### config.mk
export PLATFORM = sky130hd
export DESIGN_NAME = pwmg_top
export DESIGN_NICKNAME = d
export VERILOG_FILES = /design/src/design/pwmg_deadband.v /design/src/design/pwmg_gen.v /design/src/design/pwmg_top.v
export VERILOG_INCLUDE_DIRS = /design/src /design/src/design
export SDC_FILE = /design/constraint.sdc
export NUM_CORES = 2
export LEC_CHECK = 0
export BUFFER_PORTS_ARGS = -buffer_cell sky130_fd_sc_hd__buf_4
export CAP_MARGIN = 20
export CELL_PAD_IN_SITES_DETAIL_PLACEMENT = 1
export CELL_PAD_IN_SITES_GLOBAL_PLACEMENT = 2
export CORE_ASPECT_RATIO = 1.4
export CORE_UTILIZATION = 46
export DETAILED_ROUTE_END_ITERATION = 7
export HOLD_SLACK_MARGIN = 0.1
export PLACE_DENSITY_LB_ADDON = 0.1
export SYNTH_ARGS = -nofsm -noshare
export SYNTH_HDL_FRONTEND = slang
export SYNTH_SLANG_ARGS = --single-unit
### constraint.sdc
create_clock -name i_ref_clk -period 7.8 [get_ports i_ref_clk]
set_input_delay 0.39 -clock i_ref_clk [delete_from_list [all_inputs] [get_ports i_ref_clk]]
set_output_delay 0.39 -clock i_ref_clk [all_outputs]
set_load 0.005 [all_outputs]
### src/design/pwmg_consts.vh
`ifndef PWMG_CONSTS_VH
`define PWMG_CONSTS_VH

// ************************************************
// global register offsets
// ************************************************
`define PWMG_OFF_CTL 8'h00
`define PWMG_OFF_SYNC 8'h04
`define PWMG_OFF_ENABLE 8'h08
`define PWMG_OFF_INVERT 8'h0c
`define PWMG_OFF_FAULT 8'h10
`define PWMG_OFF_INTEN 8'h14
`define PWMG_OFF_STATUS 8'h20

// ************************************************
// generator register offsets, base 0x40 * (n + 1)
// ************************************************
`define PWMG_GOFF_CTL 6'h00
`define PWMG_GOFF_INTEN 6'h04
`define PWMG_GOFF_LOAD 6'h10
`define PWMG_GOFF_COUNT 6'h14
`define PWMG_GOFF_CMPA 6'h18
`define PWMG_GOFF_CMPB 6'h1c
`define PWMG_GOFF_GENA 6'h20
`define PWMG_GOFF_GENB 6'h24
`define PWMG_GOFF_DBCTL 6'h28
`define PWMG_GOFF_DBRISE 6'h2c
`define PWMG_GOFF_DBFALL 6'h30

// ************************************************
// generator control fields and global fault interrupt enable bit
// ************************************************
`define PWMG_CTL_RUN 0
`define PWMG_CTL_UPDOWN 1
`define PWMG_CTL_DBGRUN 2
`define PWMG_CTL_SYNC_LOAD 3
`define PWMG_CTL_SYNC_CMPA 4
`define PWMG_CTL_SYNC_CMPB 5
`define PWMG_CTL_W 6
`define PWMG_FAULT_INTEN 0

// ************************************************
// event vector positions and action fields
// ************************************************
`define PWMG_EV_ZERO 0
`define PWMG_EV_LOAD 1
`define PWMG_EV_CAU 2
`define PWMG_EV_CAD 3
`define PWMG_EV_CBU 4
`define PWMG_EV_CBD 5
`define PWMG_EV_N 6
`define PWMG_TRIG_LSB 8
`define PWMG_ACT_W 12
`define PWMG_ACT_NONE 2'h0
`define PWMG_ACT_TOGGLE 2'h1
`define PWMG_ACT_LOW 2'h2
`define PWMG_ACT_HIGH 2'h3

`define PWMG_RST_VAL 32'h00000000

`endif

### src/design/pwmg_deadband.v
`timescale 1ns/1ps
`default_nettype none
`include "pwmg_consts.vh"

module pwmg_deadband #(
   parameter DB_W = 12
)
(
   // clock and reset
   input wire i_ref_clk,
   input wire i_sys_rst,
   // control
   input wire i_en,
   input wire [DB_W-1:0] i_rise,
   input wire [DB_W-1:0] i_fall,
   // signals
   input wire i_pwm_a,
   input wire i_pwm_b,
   output reg o_out0,
   output reg o_out1
);

   reg [DB_W-1:0] rcnt_q;
   reg [DB_W-1:0] fcnt_q;

   always @(posedge i_ref_clk)
   begin
      if (i_sys_rst)
      begin
         rcnt_q <= {DB_W{1'b0}};
         fcnt_q <= {DB_W{1'b0}};
         o_out0 <= 1'b0;
         o_out1 <= 1'b0;
      end
      else if (!i_en)
      begin
         rcnt_q <= {DB_W{1'b0}};
         fcnt_q <= {DB_W{1'b0}};
         o_out0 <= i_pwm_a;
         o_out1 <= i_pwm_b;
      end
      else
      begin
         // rising edge of a delayed, falling edge immediate
         if (!i_pwm_a)
         begin
            rcnt_q <= {DB_W{1'b0}};
            o_out0 <= 1'b0;
         end
         else if (rcnt_q >= i_rise)
            o_out0 <= 1'b1;
         else
            rcnt_q <= rcnt_q + 1'b1;
         // inverse of a, rising only after fall delay
         if (i_pwm_a)
         begin
            fcnt_q <= {DB_W{1'b0}};
            o_out1 <= 1'b0;
         end
         else if (fcnt_q >= i_fall)
            o_out1 <= 1'b1;
         else
            fcnt_q <= fcnt_q + 1'b1;
      end
   end

endmodule
`default_nettype wire

### src/design/pwmg_gen.v
`timescale 1ns/1ps
`default_nettype none
`include "pwmg_consts.vh"

module pwmg_gen #(
   parameter CNT_W = 16
)
(
   // clock and reset
   input wire i_ref_clk,
   input wire i_sys_rst,
   // control
   input wire i_run,
   input wire i_updown,
   input wire i_dbg_run,
   input wire i_stall,
   input wire i_cnt_rst,
   input wire i_gupd,
   input wire i_sync_load,
   input wire i_sync_cmpa,
   input wire i_sync_cmpb,
   // shadow values
   input wire [CNT_W-1:0] i_load,
   input wire [CNT_W-1:0] i_cmpa,
   input wire [CNT_W-1:0] i_cmpb,
   input wire [`PWMG_ACT_W-1:0] i_act_a,
   input wire [`PWMG_ACT_W-1:0] i_act_b,
   // status and events
   output wire [CNT_W-1:0] o_count,
   output wire o_dir,
   output wire [`PWMG_EV_N-1:0] o_evt,
   output wire o_pwm_a,
   output wire o_pwm_b
);

   reg [CNT_W-1:0] cnt_q;
   reg dir_q;
   reg [CNT_W-1:0] load_q;
   reg [CNT_W-1:0] cmpa_q;
   reg [CNT_W-1:0] cmpb_q;
   reg pend_q;
   reg a_q;
   reg b_q;
   reg a_d;
   reg b_d;
   wire go;
   wire zero;
   wire ld;
   wire ma;
   wire mb;
   wire mask;
   wire upd_load;
   wire [CNT_W-1:0] load_nx;

   function act;
      input cur;
      input [1:0] code;
      begin
         case (code)
            `PWMG_ACT_TOGGLE: act = ~cur;
            `PWMG_ACT_LOW: act = 1'b0;
            `PWMG_ACT_HIGH: act = 1'b1;
            default: act = cur;
         endcase
      end
   endfunction

   // ************************************************
   // counter and events
   // ************************************************
   assign go = i_run & ~(i_stall & ~i_dbg_run & (cnt_q == {CNT_W{1'b0}}));
   assign zero = go & (cnt_q == {CNT_W{1'b0}});
   assign ld = go & (cnt_q == load_q);
   assign ma = go & (cnt_q == cmpa_q) & (cmpa_q <= load_q);
   assign mb = go & (cnt_q == cmpb_q) & (cmpb_q <= load_q);
   assign o_evt[`PWMG_EV_ZERO] = zero;
   assign o_evt[`PWMG_EV_LOAD] = ld;
   assign o_evt[`PWMG_EV_CAU] = ma & dir_q;
   assign o_evt[`PWMG_EV_CAD] = ma & ~dir_q;
   assign o_evt[`PWMG_EV_CBU] = mb & dir_q;
   assign o_evt[`PWMG_EV_CBD] = mb & ~dir_q;
   assign mask = zero | ld;
   // reload uses the value taking effect at this zero
   assign upd_load = zero & (~i_sync_load | pend_q);
   assign load_nx = upd_load ? i_load : load_q;
   assign o_count = cnt_q;
   assign o_dir = dir_q;
   assign o_pwm_a = a_q;
   assign o_pwm_b = b_q;

   always @(posedge i_ref_clk)
   begin
      if (i_sys_rst | i_cnt_rst)
      begin
         cnt_q <= {CNT_W{1'b0}};
         dir_q <= 1'b0;
      end
      else if (go)
      begin
         if (!i_updown)
         begin
            dir_q <= 1'b0;
            if (cnt_q == {CNT_W{1'b0}})
               cnt_q <= load_nx;
            else
               cnt_q <= cnt_q - 1'b1;
         end
         else if (dir_q)
         begin
            if (cnt_q >= load_q)
            begin
               dir_q <= 1'b0;
               cnt_q <= (cnt_q == {CNT_W{1'b0}}) ? cnt_q : cnt_q - 1'b1;
            end
            else
               cnt_q <= cnt_q + 1'b1;
         end
         else if (cnt_q == {CNT_W{1'b0}})
         begin
            dir_q <= 1'b1;
            cnt_q <= (load_nx == {CNT_W{1'b0}}) ? cnt_q : cnt_q + 1'b1;
         end
         else
            cnt_q <= cnt_q - 1'b1;
      end
   end

   // ************************************************
   // value update at zero
   // ************************************************
   always @(posedge i_ref_clk)
   begin
      if (i_sys_rst)
      begin
         load_q <= {CNT_W{1'b0}};
         cmpa_q <= {CNT_W{1'b0}};
         cmpb_q <= {CNT_W{1'b0}};
         pend_q <= 1'b0;
      end
      else
      begin
         pend_q <= i_gupd | (pend_q & ~zero);
         if (upd_load)
            load_q <= i_load;
         if (zero & (~i_sync_cmpa | pend_q))
            cmpa_q <= i_cmpa;
         if (zero & (~i_sync_cmpb | pend_q))
            cmpb_q <= i_cmpb;
      end
   end

   // ************************************************
   // signal generator
   // ************************************************
   always @*
   begin
      a_d = a_q;
      b_d = b_q;
      if (zero)
      begin
         a_d = act(a_d, i_act_a[1:0]);
         b_d = act(b_d, i_act_b[1:0]);
      end
      if (ld)
      begin
         a_d = act(a_d, i_act_a[3:2]);
         b_d = act(b_d, i_act_b[3:2]);
      end
      if (!mask)
      begin
         if (o_evt[`PWMG_EV_CAU])
            a_d = act(a_d, i_act_a[5:4]);
         if (o_evt[`PWMG_EV_CAD])
            a_d = act(a_d, i_act_a[7:6]);
         if (o_evt[`PWMG_EV_CBU])
            b_d = act(b_d, i_act_b[9:8]);
         if (o_evt[`PWMG_EV_CBD])
            b_d = act(b_d, i_act_b[11:10]);
      end
   end

   always @(posedge i_ref_clk)
   begin
      if (i_sys_rst)
      begin
         a_q <= 1'b0;
         b_q <= 1'b0;
      end
      else
      begin
         a_q <= a_d;
         b_q <= b_d;
      end
   end

endmodule
`default_nettype wire

### src/design/pwmg_top.v
// Behaviour
// - down mode: load to zero, reload, repeat
// - up/down mode: zero to load to zero
// - direction low in down mode, tracks slope
// - one-cycle pulses at zero and load
// - down mode: load pulse right after zero
// - comparators A and B pulse on match
// - matches tagged by direction in up/down
// - match value above load never matches
// - down mode: four events drive outputs
// - up/down mode: six events drive outputs
// - matches ignored during zero or load
// - output A uses A matches, B uses B
// - per event action: none, toggle, low, high
// - dead-band disabled passes both outputs
// - dead-band: delayed A and delayed inverse A
// - selectable events raise interrupt or trigger
// - interrupts and triggers from raw events
// - global synchronous reset of chosen counters
// - immediate or global-synchronised update at zero
// - fault forces enabled-for-fault outputs inactive
// - stall: halt at zero or keep running
// - one enable register, per-output inversion
// - counter, load, compare are 16 bits
// - three generators, six outputs
//
// Local design decisions: the address map and the APB slave port.
`timescale 1ns/1ps
`default_nettype none
`include "pwmg_consts.vh"

module pwmg_top #(
   parameter NGEN = 3,
   parameter CNT_W = 16,
   parameter DB_W = 12
)
(
   // clock and reset
   input wire i_ref_clk,
   input wire i_sys_rst,
   // apb slave
   input wire i_psel,
   input wire i_penable,
   input wire i_pwrite,
   input wire [7:0] i_paddr,
   input wire [31:0] i_pwdata,
   output reg o_pready,
   output reg [31:0] o_prdata,
   output reg o_pslverr,
   // external conditions
   input wire i_fault,
   input wire i_dbg_stall,
   // pwm pins
   output reg [2*NGEN-1:0] o_pwm,
   // interrupts and converter triggers
   output reg [NGEN-1:0] o_gen_int,
   output reg [NGEN-1:0] o_adc_trig,
   output reg o_fault_int
);

   // ************************************************
   // registers
   // ************************************************
   reg [NGEN-1:0] gupd_q;
   reg [NGEN-1:0] cnt_rst_q;
   reg [2*NGEN-1:0] enable_q;
   reg [2*NGEN-1:0] invert_q;
   reg [2*NGEN-1:0] fault_en_q;
   reg fault_int_en_q;
   reg [`PWMG_CTL_W-1:0] ctl_q [0:NGEN-1];
   reg [2*`PWMG_EV_N-1:0] inten_q [0:NGEN-1];
   reg [CNT_W-1:0] load_q [0:NGEN-1];
   reg [CNT_W-1:0] cmpa_q [0:NGEN-1];
   reg [CNT_W-1:0] cmpb_q [0:NGEN-1];
   reg [`PWMG_ACT_W-1:0] gena_q [0:NGEN-1];
   reg [`PWMG_ACT_W-1:0] genb_q [0:NGEN-1];
   reg dben_q [0:NGEN-1];
   reg [DB_W-1:0] dbrise_q [0:NGEN-1];
   reg [DB_W-1:0] dbfall_q [0:NGEN-1];

   wire [CNT_W*NGEN-1:0] count_w;
   wire [`PWMG_EV_N*NGEN-1:0] evt_w;
   wire [NGEN-1:0] pa_w;
   wire [NGEN-1:0] pb_w;
   wire [2*NGEN-1:0] db_w;

   // ************************************************
   // apb decode
   // ************************************************
   wire acc = i_psel & i_penable;
   wire wr = acc & o_pready & i_pwrite;
   wire [1:0] blk = i_paddr[7:6];
   wire [5:0] goff = i_paddr[5:0];
   wire [1:0] gi = blk - 2'h1;
   wire gsel = (blk != 2'h0) && ({30'h0, gi} < NGEN);
   reg [31:0] rd_d;
   reg err_d;
   integer k;

   always @*
   begin
      rd_d = `PWMG_RST_VAL;
      err_d = 1'b0;
      if (blk == 2'h0)
      begin
         case (i_paddr)
            `PWMG_OFF_CTL: rd_d = `PWMG_RST_VAL;
            `PWMG_OFF_SYNC: rd_d = `PWMG_RST_VAL;
            `PWMG_OFF_ENABLE: rd_d[2*NGEN-1:0] = enable_q;
            `PWMG_OFF_INVERT: rd_d[2*NGEN-1:0] = invert_q;
            `PWMG_OFF_FAULT: rd_d[2*NGEN-1:0] = fault_en_q;
            `PWMG_OFF_INTEN: rd_d[`PWMG_FAULT_INTEN] = fault_int_en_q;
            `PWMG_OFF_STATUS: rd_d[0] = i_fault;
            default: err_d = 1'b1;
         endcase
      end
      else if (gsel)
      begin
         case (goff)
            `PWMG_GOFF_CTL: rd_d[`PWMG_CTL_W-1:0] = ctl_q[gi];
            `PWMG_GOFF_INTEN: rd_d[2*`PWMG_EV_N+1:0] = {inten_q[gi][2*`PWMG_EV_N-1:`PWMG_EV_N], 2'h0,
                                                        inten_q[gi][`PWMG_EV_N-1:0]};
            `PWMG_GOFF_LOAD: rd_d[CNT_W-1:0] = load_q[gi];
            `PWMG_GOFF_COUNT: rd_d[CNT_W-1:0] = count_w[gi*CNT_W +: CNT_W];
            `PWMG_GOFF_CMPA: rd_d[CNT_W-1:0] = cmpa_q[gi];
            `PWMG_GOFF_CMPB: rd_d[CNT_W-1:0] = cmpb_q[gi];
            `PWMG_GOFF_GENA: rd_d[`PWMG_ACT_W-1:0] = gena_q[gi];
            `PWMG_GOFF_GENB: rd_d[`PWMG_ACT_W-1:0] = genb_q[gi];
            `PWMG_GOFF_DBCTL: rd_d[0] = dben_q[gi];
            `PWMG_GOFF_DBRISE: rd_d[DB_W-1:0] = dbrise_q[gi];
            `PWMG_GOFF_DBFALL: rd_d[DB_W-1:0] = dbfall_q[gi];
            default: err_d = 1'b1;
         endcase
      end
      else
         err_d = 1'b1;
   end

   // one wait state: answer latched in first access cycle
   always @(posedge i_ref_clk)
   begin
      if (i_sys_rst)
      begin
         o_pready <= 1'b0;
         o_prdata <= `PWMG_RST_VAL;
         o_pslverr <= 1'b0;
      end
      else
      begin
         o_pready <= acc & ~o_pready;
         if (acc & ~o_pready)
         begin
            o_prdata <= i_pwrite ? `PWMG_RST_VAL : rd_d;
            o_pslverr <= err_d;
         end
      end
   end

   // ************************************************
   // register writes
   // ************************************************
   always @(posedge i_ref_clk)
   begin
      if (i_sys_rst)
      begin
         gupd_q <= {NGEN{1'b0}};
         cnt_rst_q <= {NGEN{1'b0}};
         enable_q <= {2*NGEN{1'b0}};
         invert_q <= {2*NGEN{1'b0}};
         fault_en_q <= {2*NGEN{1'b0}};
         fault_int_en_q <= 1'b0;
         for (k = 0; k < NGEN; k = k + 1)
         begin
            ctl_q[k] <= {`PWMG_CTL_W{1'b0}};
            inten_q[k] <= {2*`PWMG_EV_N{1'b0}};
            load_q[k] <= {CNT_W{1'b0}};
            cmpa_q[k] <= {CNT_W{1'b0}};
            cmpb_q[k] <= {CNT_W{1'b0}};
            gena_q[k] <= {`PWMG_ACT_W{1'b0}};
            genb_q[k] <= {`PWMG_ACT_W{1'b0}};
            dben_q[k] <= 1'b0;
            dbrise_q[k] <= {DB_W{1'b0}};
            dbfall_q[k] <= {DB_W{1'b0}};
         end
      end
      else
      begin
         gupd_q <= {NGEN{1'b0}};
         cnt_rst_q <= {NGEN{1'b0}};
         if (wr && !err_d && blk == 2'h0)
         begin
            case (i_paddr)
               `PWMG_OFF_CTL: gupd_q <= i_pwdata[NGEN-1:0];
               `PWMG_OFF_SYNC: cnt_rst_q <= i_pwdata[NGEN-1:0];
               `PWMG_OFF_ENABLE: enable_q <= i_pwdata[2*NGEN-1:0];
               `PWMG_OFF_INVERT: invert_q <= i_pwdata[2*NGEN-1:0];
               `PWMG_OFF_FAULT: fault_en_q <= i_pwdata[2*NGEN-1:0];
               `PWMG_OFF_INTEN: fault_int_en_q <= i_pwdata[`PWMG_FAULT_INTEN];
               default: fault_int_en_q <= fault_int_en_q;
            endcase
         end
         else if (wr && !err_d)
         begin
            case (goff)
               `PWMG_GOFF_CTL: ctl_q[gi] <= i_pwdata[`PWMG_CTL_W-1:0];
               `PWMG_GOFF_INTEN: inten_q[gi] <= {i_pwdata[`PWMG_TRIG_LSB+`PWMG_EV_N-1:`PWMG_TRIG_LSB],
                                                 i_pwdata[`PWMG_EV_N-1:0]};
               `PWMG_GOFF_LOAD: load_q[gi] <= i_pwdata[CNT_W-1:0];
               `PWMG_GOFF_CMPA: cmpa_q[gi] <= i_pwdata[CNT_W-1:0];
               `PWMG_GOFF_CMPB: cmpb_q[gi] <= i_pwdata[CNT_W-1:0];
               `PWMG_GOFF_GENA: gena_q[gi] <= i_pwdata[`PWMG_ACT_W-1:0];
               `PWMG_GOFF_GENB: genb_q[gi] <= i_pwdata[`PWMG_ACT_W-1:0];
               `PWMG_GOFF_DBCTL: dben_q[gi] <= i_pwdata[0];
               `PWMG_GOFF_DBRISE: dbrise_q[gi] <= i_pwdata[DB_W-1:0];
               `PWMG_GOFF_DBFALL: dbfall_q[gi] <= i_pwdata[DB_W-1:0];
               default: dben_q[gi] <= dben_q[gi];
            endcase
         end
      end
   end

   // ************************************************
   // generators and dead-band
   // ************************************************
   genvar g;
   generate
      for (g = 0; g < NGEN; g = g + 1)
      begin : gen_blk
         pwmg_gen #(
            .CNT_W(CNT_W)
         ) u_gen (
            .i_ref_clk(i_ref_clk),
            .i_sys_rst(i_sys_rst),
            .i_run(ctl_q[g][`PWMG_CTL_RUN]),
            .i_updown(ctl_q[g][`PWMG_CTL_UPDOWN]),
            .i_dbg_run(ctl_q[g][`PWMG_CTL_DBGRUN]),
            .i_stall(i_dbg_stall),
            .i_cnt_rst(cnt_rst_q[g]),
            .i_gupd(gupd_q[g]),
            .i_sync_load(ctl_q[g][`PWMG_CTL_SYNC_LOAD]),
            .i_sync_cmpa(ctl_q[g][`PWMG_CTL_SYNC_CMPA]),
            .i_sync_cmpb(ctl_q[g][`PWMG_CTL_SYNC_CMPB]),
            .i_load(load_q[g]),
            .i_cmpa(cmpa_q[g]),
            .i_cmpb(cmpb_q[g]),
            .i_act_a(gena_q[g]),
            .i_act_b(genb_q[g]),
            .o_count(count_w[g*CNT_W +: CNT_W]),
            .o_dir(),
            .o_evt(evt_w[g*`PWMG_EV_N +: `PWMG_EV_N]),
            .o_pwm_a(pa_w[g]),
            .o_pwm_b(pb_w[g])
         );

         pwmg_deadband #(
            .DB_W(DB_W)
         ) u_db (
            .i_ref_clk(i_ref_clk),
            .i_sys_rst(i_sys_rst),
            .i_en(dben_q[g]),
            .i_rise(dbrise_q[g]),
            .i_fall(dbfall_q[g]),
            .i_pwm_a(pa_w[g]),
            .i_pwm_b(pb_w[g]),
            .o_out0(db_w[2*g]),
            .o_out1(db_w[2*g+1])
         );

         // raw events, untouched by dead-band delays
         always @(posedge i_ref_clk)
         begin
            if (i_sys_rst)
            begin
               o_gen_int[g] <= 1'b0;
               o_adc_trig[g] <= 1'b0;
            end
            else
            begin
               o_gen_int[g] <= |(evt_w[g*`PWMG_EV_N +: `PWMG_EV_N] &
                                 inten_q[g][`PWMG_EV_N-1:0]);
               o_adc_trig[g] <= |(evt_w[g*`PWMG_EV_N +: `PWMG_EV_N] &
                                  inten_q[g][2*`PWMG_EV_N-1:`PWMG_EV_N]);
            end
         end
      end
   endgenerate

   // ************************************************
   // output control
   // ************************************************
   always @(posedge i_ref_clk)
   begin
      if (i_sys_rst)
      begin
         o_pwm <= {2*NGEN{1'b0}};
         o_fault_int <= 1'b0;
      end
      else
      begin
         o_pwm <= (db_w & enable_q & ~(fault_en_q & {2*NGEN{i_fault}})) ^ invert_q;
         o_fault_int <= i_fault & fault_int_en_q;
      end
   end

endmodule
`default_nettype wire

==> results.json <==
{
  "timing.setup.tns_ns": 0,
  "vias": 35800,
  "async_flop_share_pct": 0,
  "synth-simple-area-share_pct": 18.2,
  "clk_pin_slew_ns": 0.07,
  "ys_ff_latch": 798,
  "dr.pass1.iters": 6,
  "grt_pass1_wl_um": 249000,
  "grt_pass1_vias": 36400,
  "cts_resized": 0,
  "htreeDepth": 3,
  "place.gp.congestion": 0.930,
  "yosysTopAreaCellShare_pct": 31.3,
  "synth_top_family_by_area": "simple AND/OR/NAND/NOR gates",
  "initialDrtViolationCount": 3177,
  "io_buffers": 61,
  "setup_violations": 0,
  "cp_max_fo": 22,
  "worst_ep_arrival_time_ns": 5.19,
  "synthMuxAreaShare_pct": 9.26,
  "report.final.slew_viol_count": 0,
  "tightest_slew_ns": 1.20,
  "cts_root_buf": "clkbuf_16",
  "nFillCells": 10400,
  "area.growth.synth_to_final_pct": 11.7,
  "rsz0062_at_grt": "false",
  "coreArea_mm2": 0.0952,
  "overflow": 0,
  "period_minus_slack_ns": 4.60,
  "fp.dieW_um": 264,
  "synth_top_cell_by_area": "edfxtp_1",
  "antenna_found_initial": 5,
  "cts_buffers": 85,
  "ant_nets": 0,
  "insertion_delay_ns": 0.71,
  "power_density_mw_per_mm2": 305,
  "clock_path_buffers": 3,
  "synth_xor_xnor_area_share_pct": 3.23,
  "period_share_pct": 58.9,
  "utilization_pct": 51.8,
  "cts_setup_buffers": 0,
  "dp_cells": 5490,
  "ys_dominant_reg_cell": "edfxtp_1",
  "grt_usage_pct": 35.3,
  "syn-instance-count": 4307,
  "wl_per_cell_um": 30.5,
  "hpwl_um": 125000,
  "slew_headroom_pct": 19.3,
  "end_kind": "flop",
  "wl_um": 173000,
  "grt_max_degree": 101,
  "synthAdderAreaFrac_pct": 6.58,
  "ys_seq_area_share_pct": 46.6,
  "peakVddDrop_v": 0.000185,
  "drive_gt1_share_pct": 11.2,
  "ys_types": 95,
  "ys_warn_count": 0,
  "fmax_mhz": 218,
  "status": "completed",
  "holdWs_ns": 0.141,
  "cp.required_ns": 8.39,
  "initial_core_util_pct": 46.3,
  "final_nets": 4645,
  "netlist_top_cells_area": "edfxtp_1 (31%), dfxtp_1 (15%), ha_1 (6.6%)",
  "path_class": "reg2reg",
  "cts.sinks": 798,
  "rows": 134,
  "die_height_um": 368,
  "dieArea_mm2": 0.0972,
  "drcViolationCount": 0,
  "layout.cells.non_filler": 5669,
  "synth_edf_count": 460,
  "critPathLaunchType": "flop",
  "design.portCount": 94,
  "tritoncts": "built",
  "vias_per_cell": 6.31,
  "synth_compound_area_share_pct": 11.7,
  "postCtsHoldBufs": 7,
  "hold_viol_final": 0,
  "p_leak_nw": 20.0,
  "maxCapViolCount": 0,
  "clock-skew-final_ns": 0.0322,
  "avgSynthCellArea_um2": 10.2,
  "syn_area_mm2": 0.0441,
  "min_path_type": "in2reg"
}
-- through the flow --
step / total power [W] / setup slack [ns] / instance area [µm²]
floorplan: 0.00870 / 2.93 / 44600
global placement: 0.0105 / 3.26 / 46100
detailed placement: 0.0106 / 3.19 / 46200
CTS: 0.0150 / 3.15 / 49200
global route: 0.0157 / 3.03 / 49300
finish: 0.0150 / 3.20 / 49300
-- worst max-delay path: stages, from the launching register on --
cell and delay, ns:
dfxtp_1 0.46, inv_1 0.17, ha_1 0.23, nor3b_1 0.42, nand4_1 0.77, a2111oi_2 0.53, buf_4 0.37, nor2_1 0.09
a211o_1 0.28, a41oi_2 0.18, buf_4 0.28, inv_1 0.19, and3_1 0.22, a211o_1 0.26
-- synth_stat cells (119+ instances only) --
| cell | instances |
|---|---|
| and3_1 | 393 |
| inv_1 | 160 |
| clkbuf_1 | 266 |
| xor2_1 | 119 |
| ha_1 | 232 |
| dfxtp_1 | 338 |
| o21ai_0 | 168 |
| edfxtp_1 | 460 |
| mux2i_1 | 144 |
| nor2_1 | 288 |
| a21oi_1 | 288 |
| nand2_1 | 348 |
-- cell usage in the layout (no fill, tap or decap), drive strengths merged, types with 74 or more instances in the layout --
master	count
nand3	98
inv	165
ha	232
nand2	348
dfxtp	338
and3	394
nand4	74
xor2	119
nor2	289
a21oi	288
buf	162
mux4	109
clkbuf	117
conb	131
o21ai	171
mux2i	144
edfxtp	460
-- routing by layer --
metal	global-route usage, %	wire, µm	vias to the layer above
li1	-	-	15900
met5	0	0	-
met2	61.7	86300	1357
met3	4.36	10300	479
met1	39.4	62300	18000
met4	26.3	14100	0
-- final cells by class --
class                           instances  area, µm²  share of cell area (%)
Multi-Input combinational cell       3150      22200                    45.1
Sequential cell                       798      20600                    41.7
Clock buffer                          115       2380                    4.84
Tap cell                             1224       1530                    3.11
Timing Repair Buffer                  171       1340                    2.72
Clock inverter                         45        614                    1.25
Inverter                              160        601                    1.22
Antenna cell                            6       15.0                  0.0305
-- worst paths after layout --
kind | start | end | slack, ns | cells past startpoint
max | gen_blk[1].u_gen.o_count[0]$_SDFFE_PP0P_ | gen_blk[1].u_gen.o_count[2]$_SDFFE_PP0P_ | 3.20 | 13
min | i_pwdata[7] | gena_q[3][7]$_DFFE_PP_ | 0.14 | 1
max reg2reg | gen_blk[1].u_gen.o_count[0]$_SDFFE_PP0P_ | gen_blk[1].u_gen.o_count[2]$_SDFFE_PP0P_ | 3.20 | 13
min reg2reg | gupd_q[2]$_SDFF_PP0_ | gen_blk[2].u_gen.pend_q$_SDFF_PP0_ | 0.45 | 2
-- power breakdown --
part           switching, W  internal (W)  leakage, nW
Clock               0.00191       0.00252         1.47
Sequential         0.000513       0.00473         7.45
Combinational       0.00334       0.00201         11.1
Total               0.00577       0.00926         20.0
-- registers in the layout (all words and copies together) (netlist names), 4 cells and up --
signal,cells
gen_blk.u_db.fcnt_q,36
gen_blk.u_db.rcnt_q,36
gen_blk.u_gen.o_count,48
dbrise_q,48
dben_q,4
inten_q,48
gen_blk.u_gen.load_q,48
ctl_q,24
load_q,64
gen_blk.u_gen.cmpa_q,48
cmpa_q,64
o_pwm,6
dbfall_q,48
genb_q,48
cmpb_q,64
gena_q,48
o_prdata,16
fault_en_q,6
gen_blk.u_gen.cmpb_q,48
enable_q,6
invert_q,6
-- kinds of logic after synthesis --
kind of cell / Yosys count
simple gates: 1538
compound gates: 816
flops: 798
buf+inv: 489
mux: 270
fa+ha+maj: 232
xor+xnor: 163
other cells: 1
Note: power is estimated with default switching activity, not from simulation.
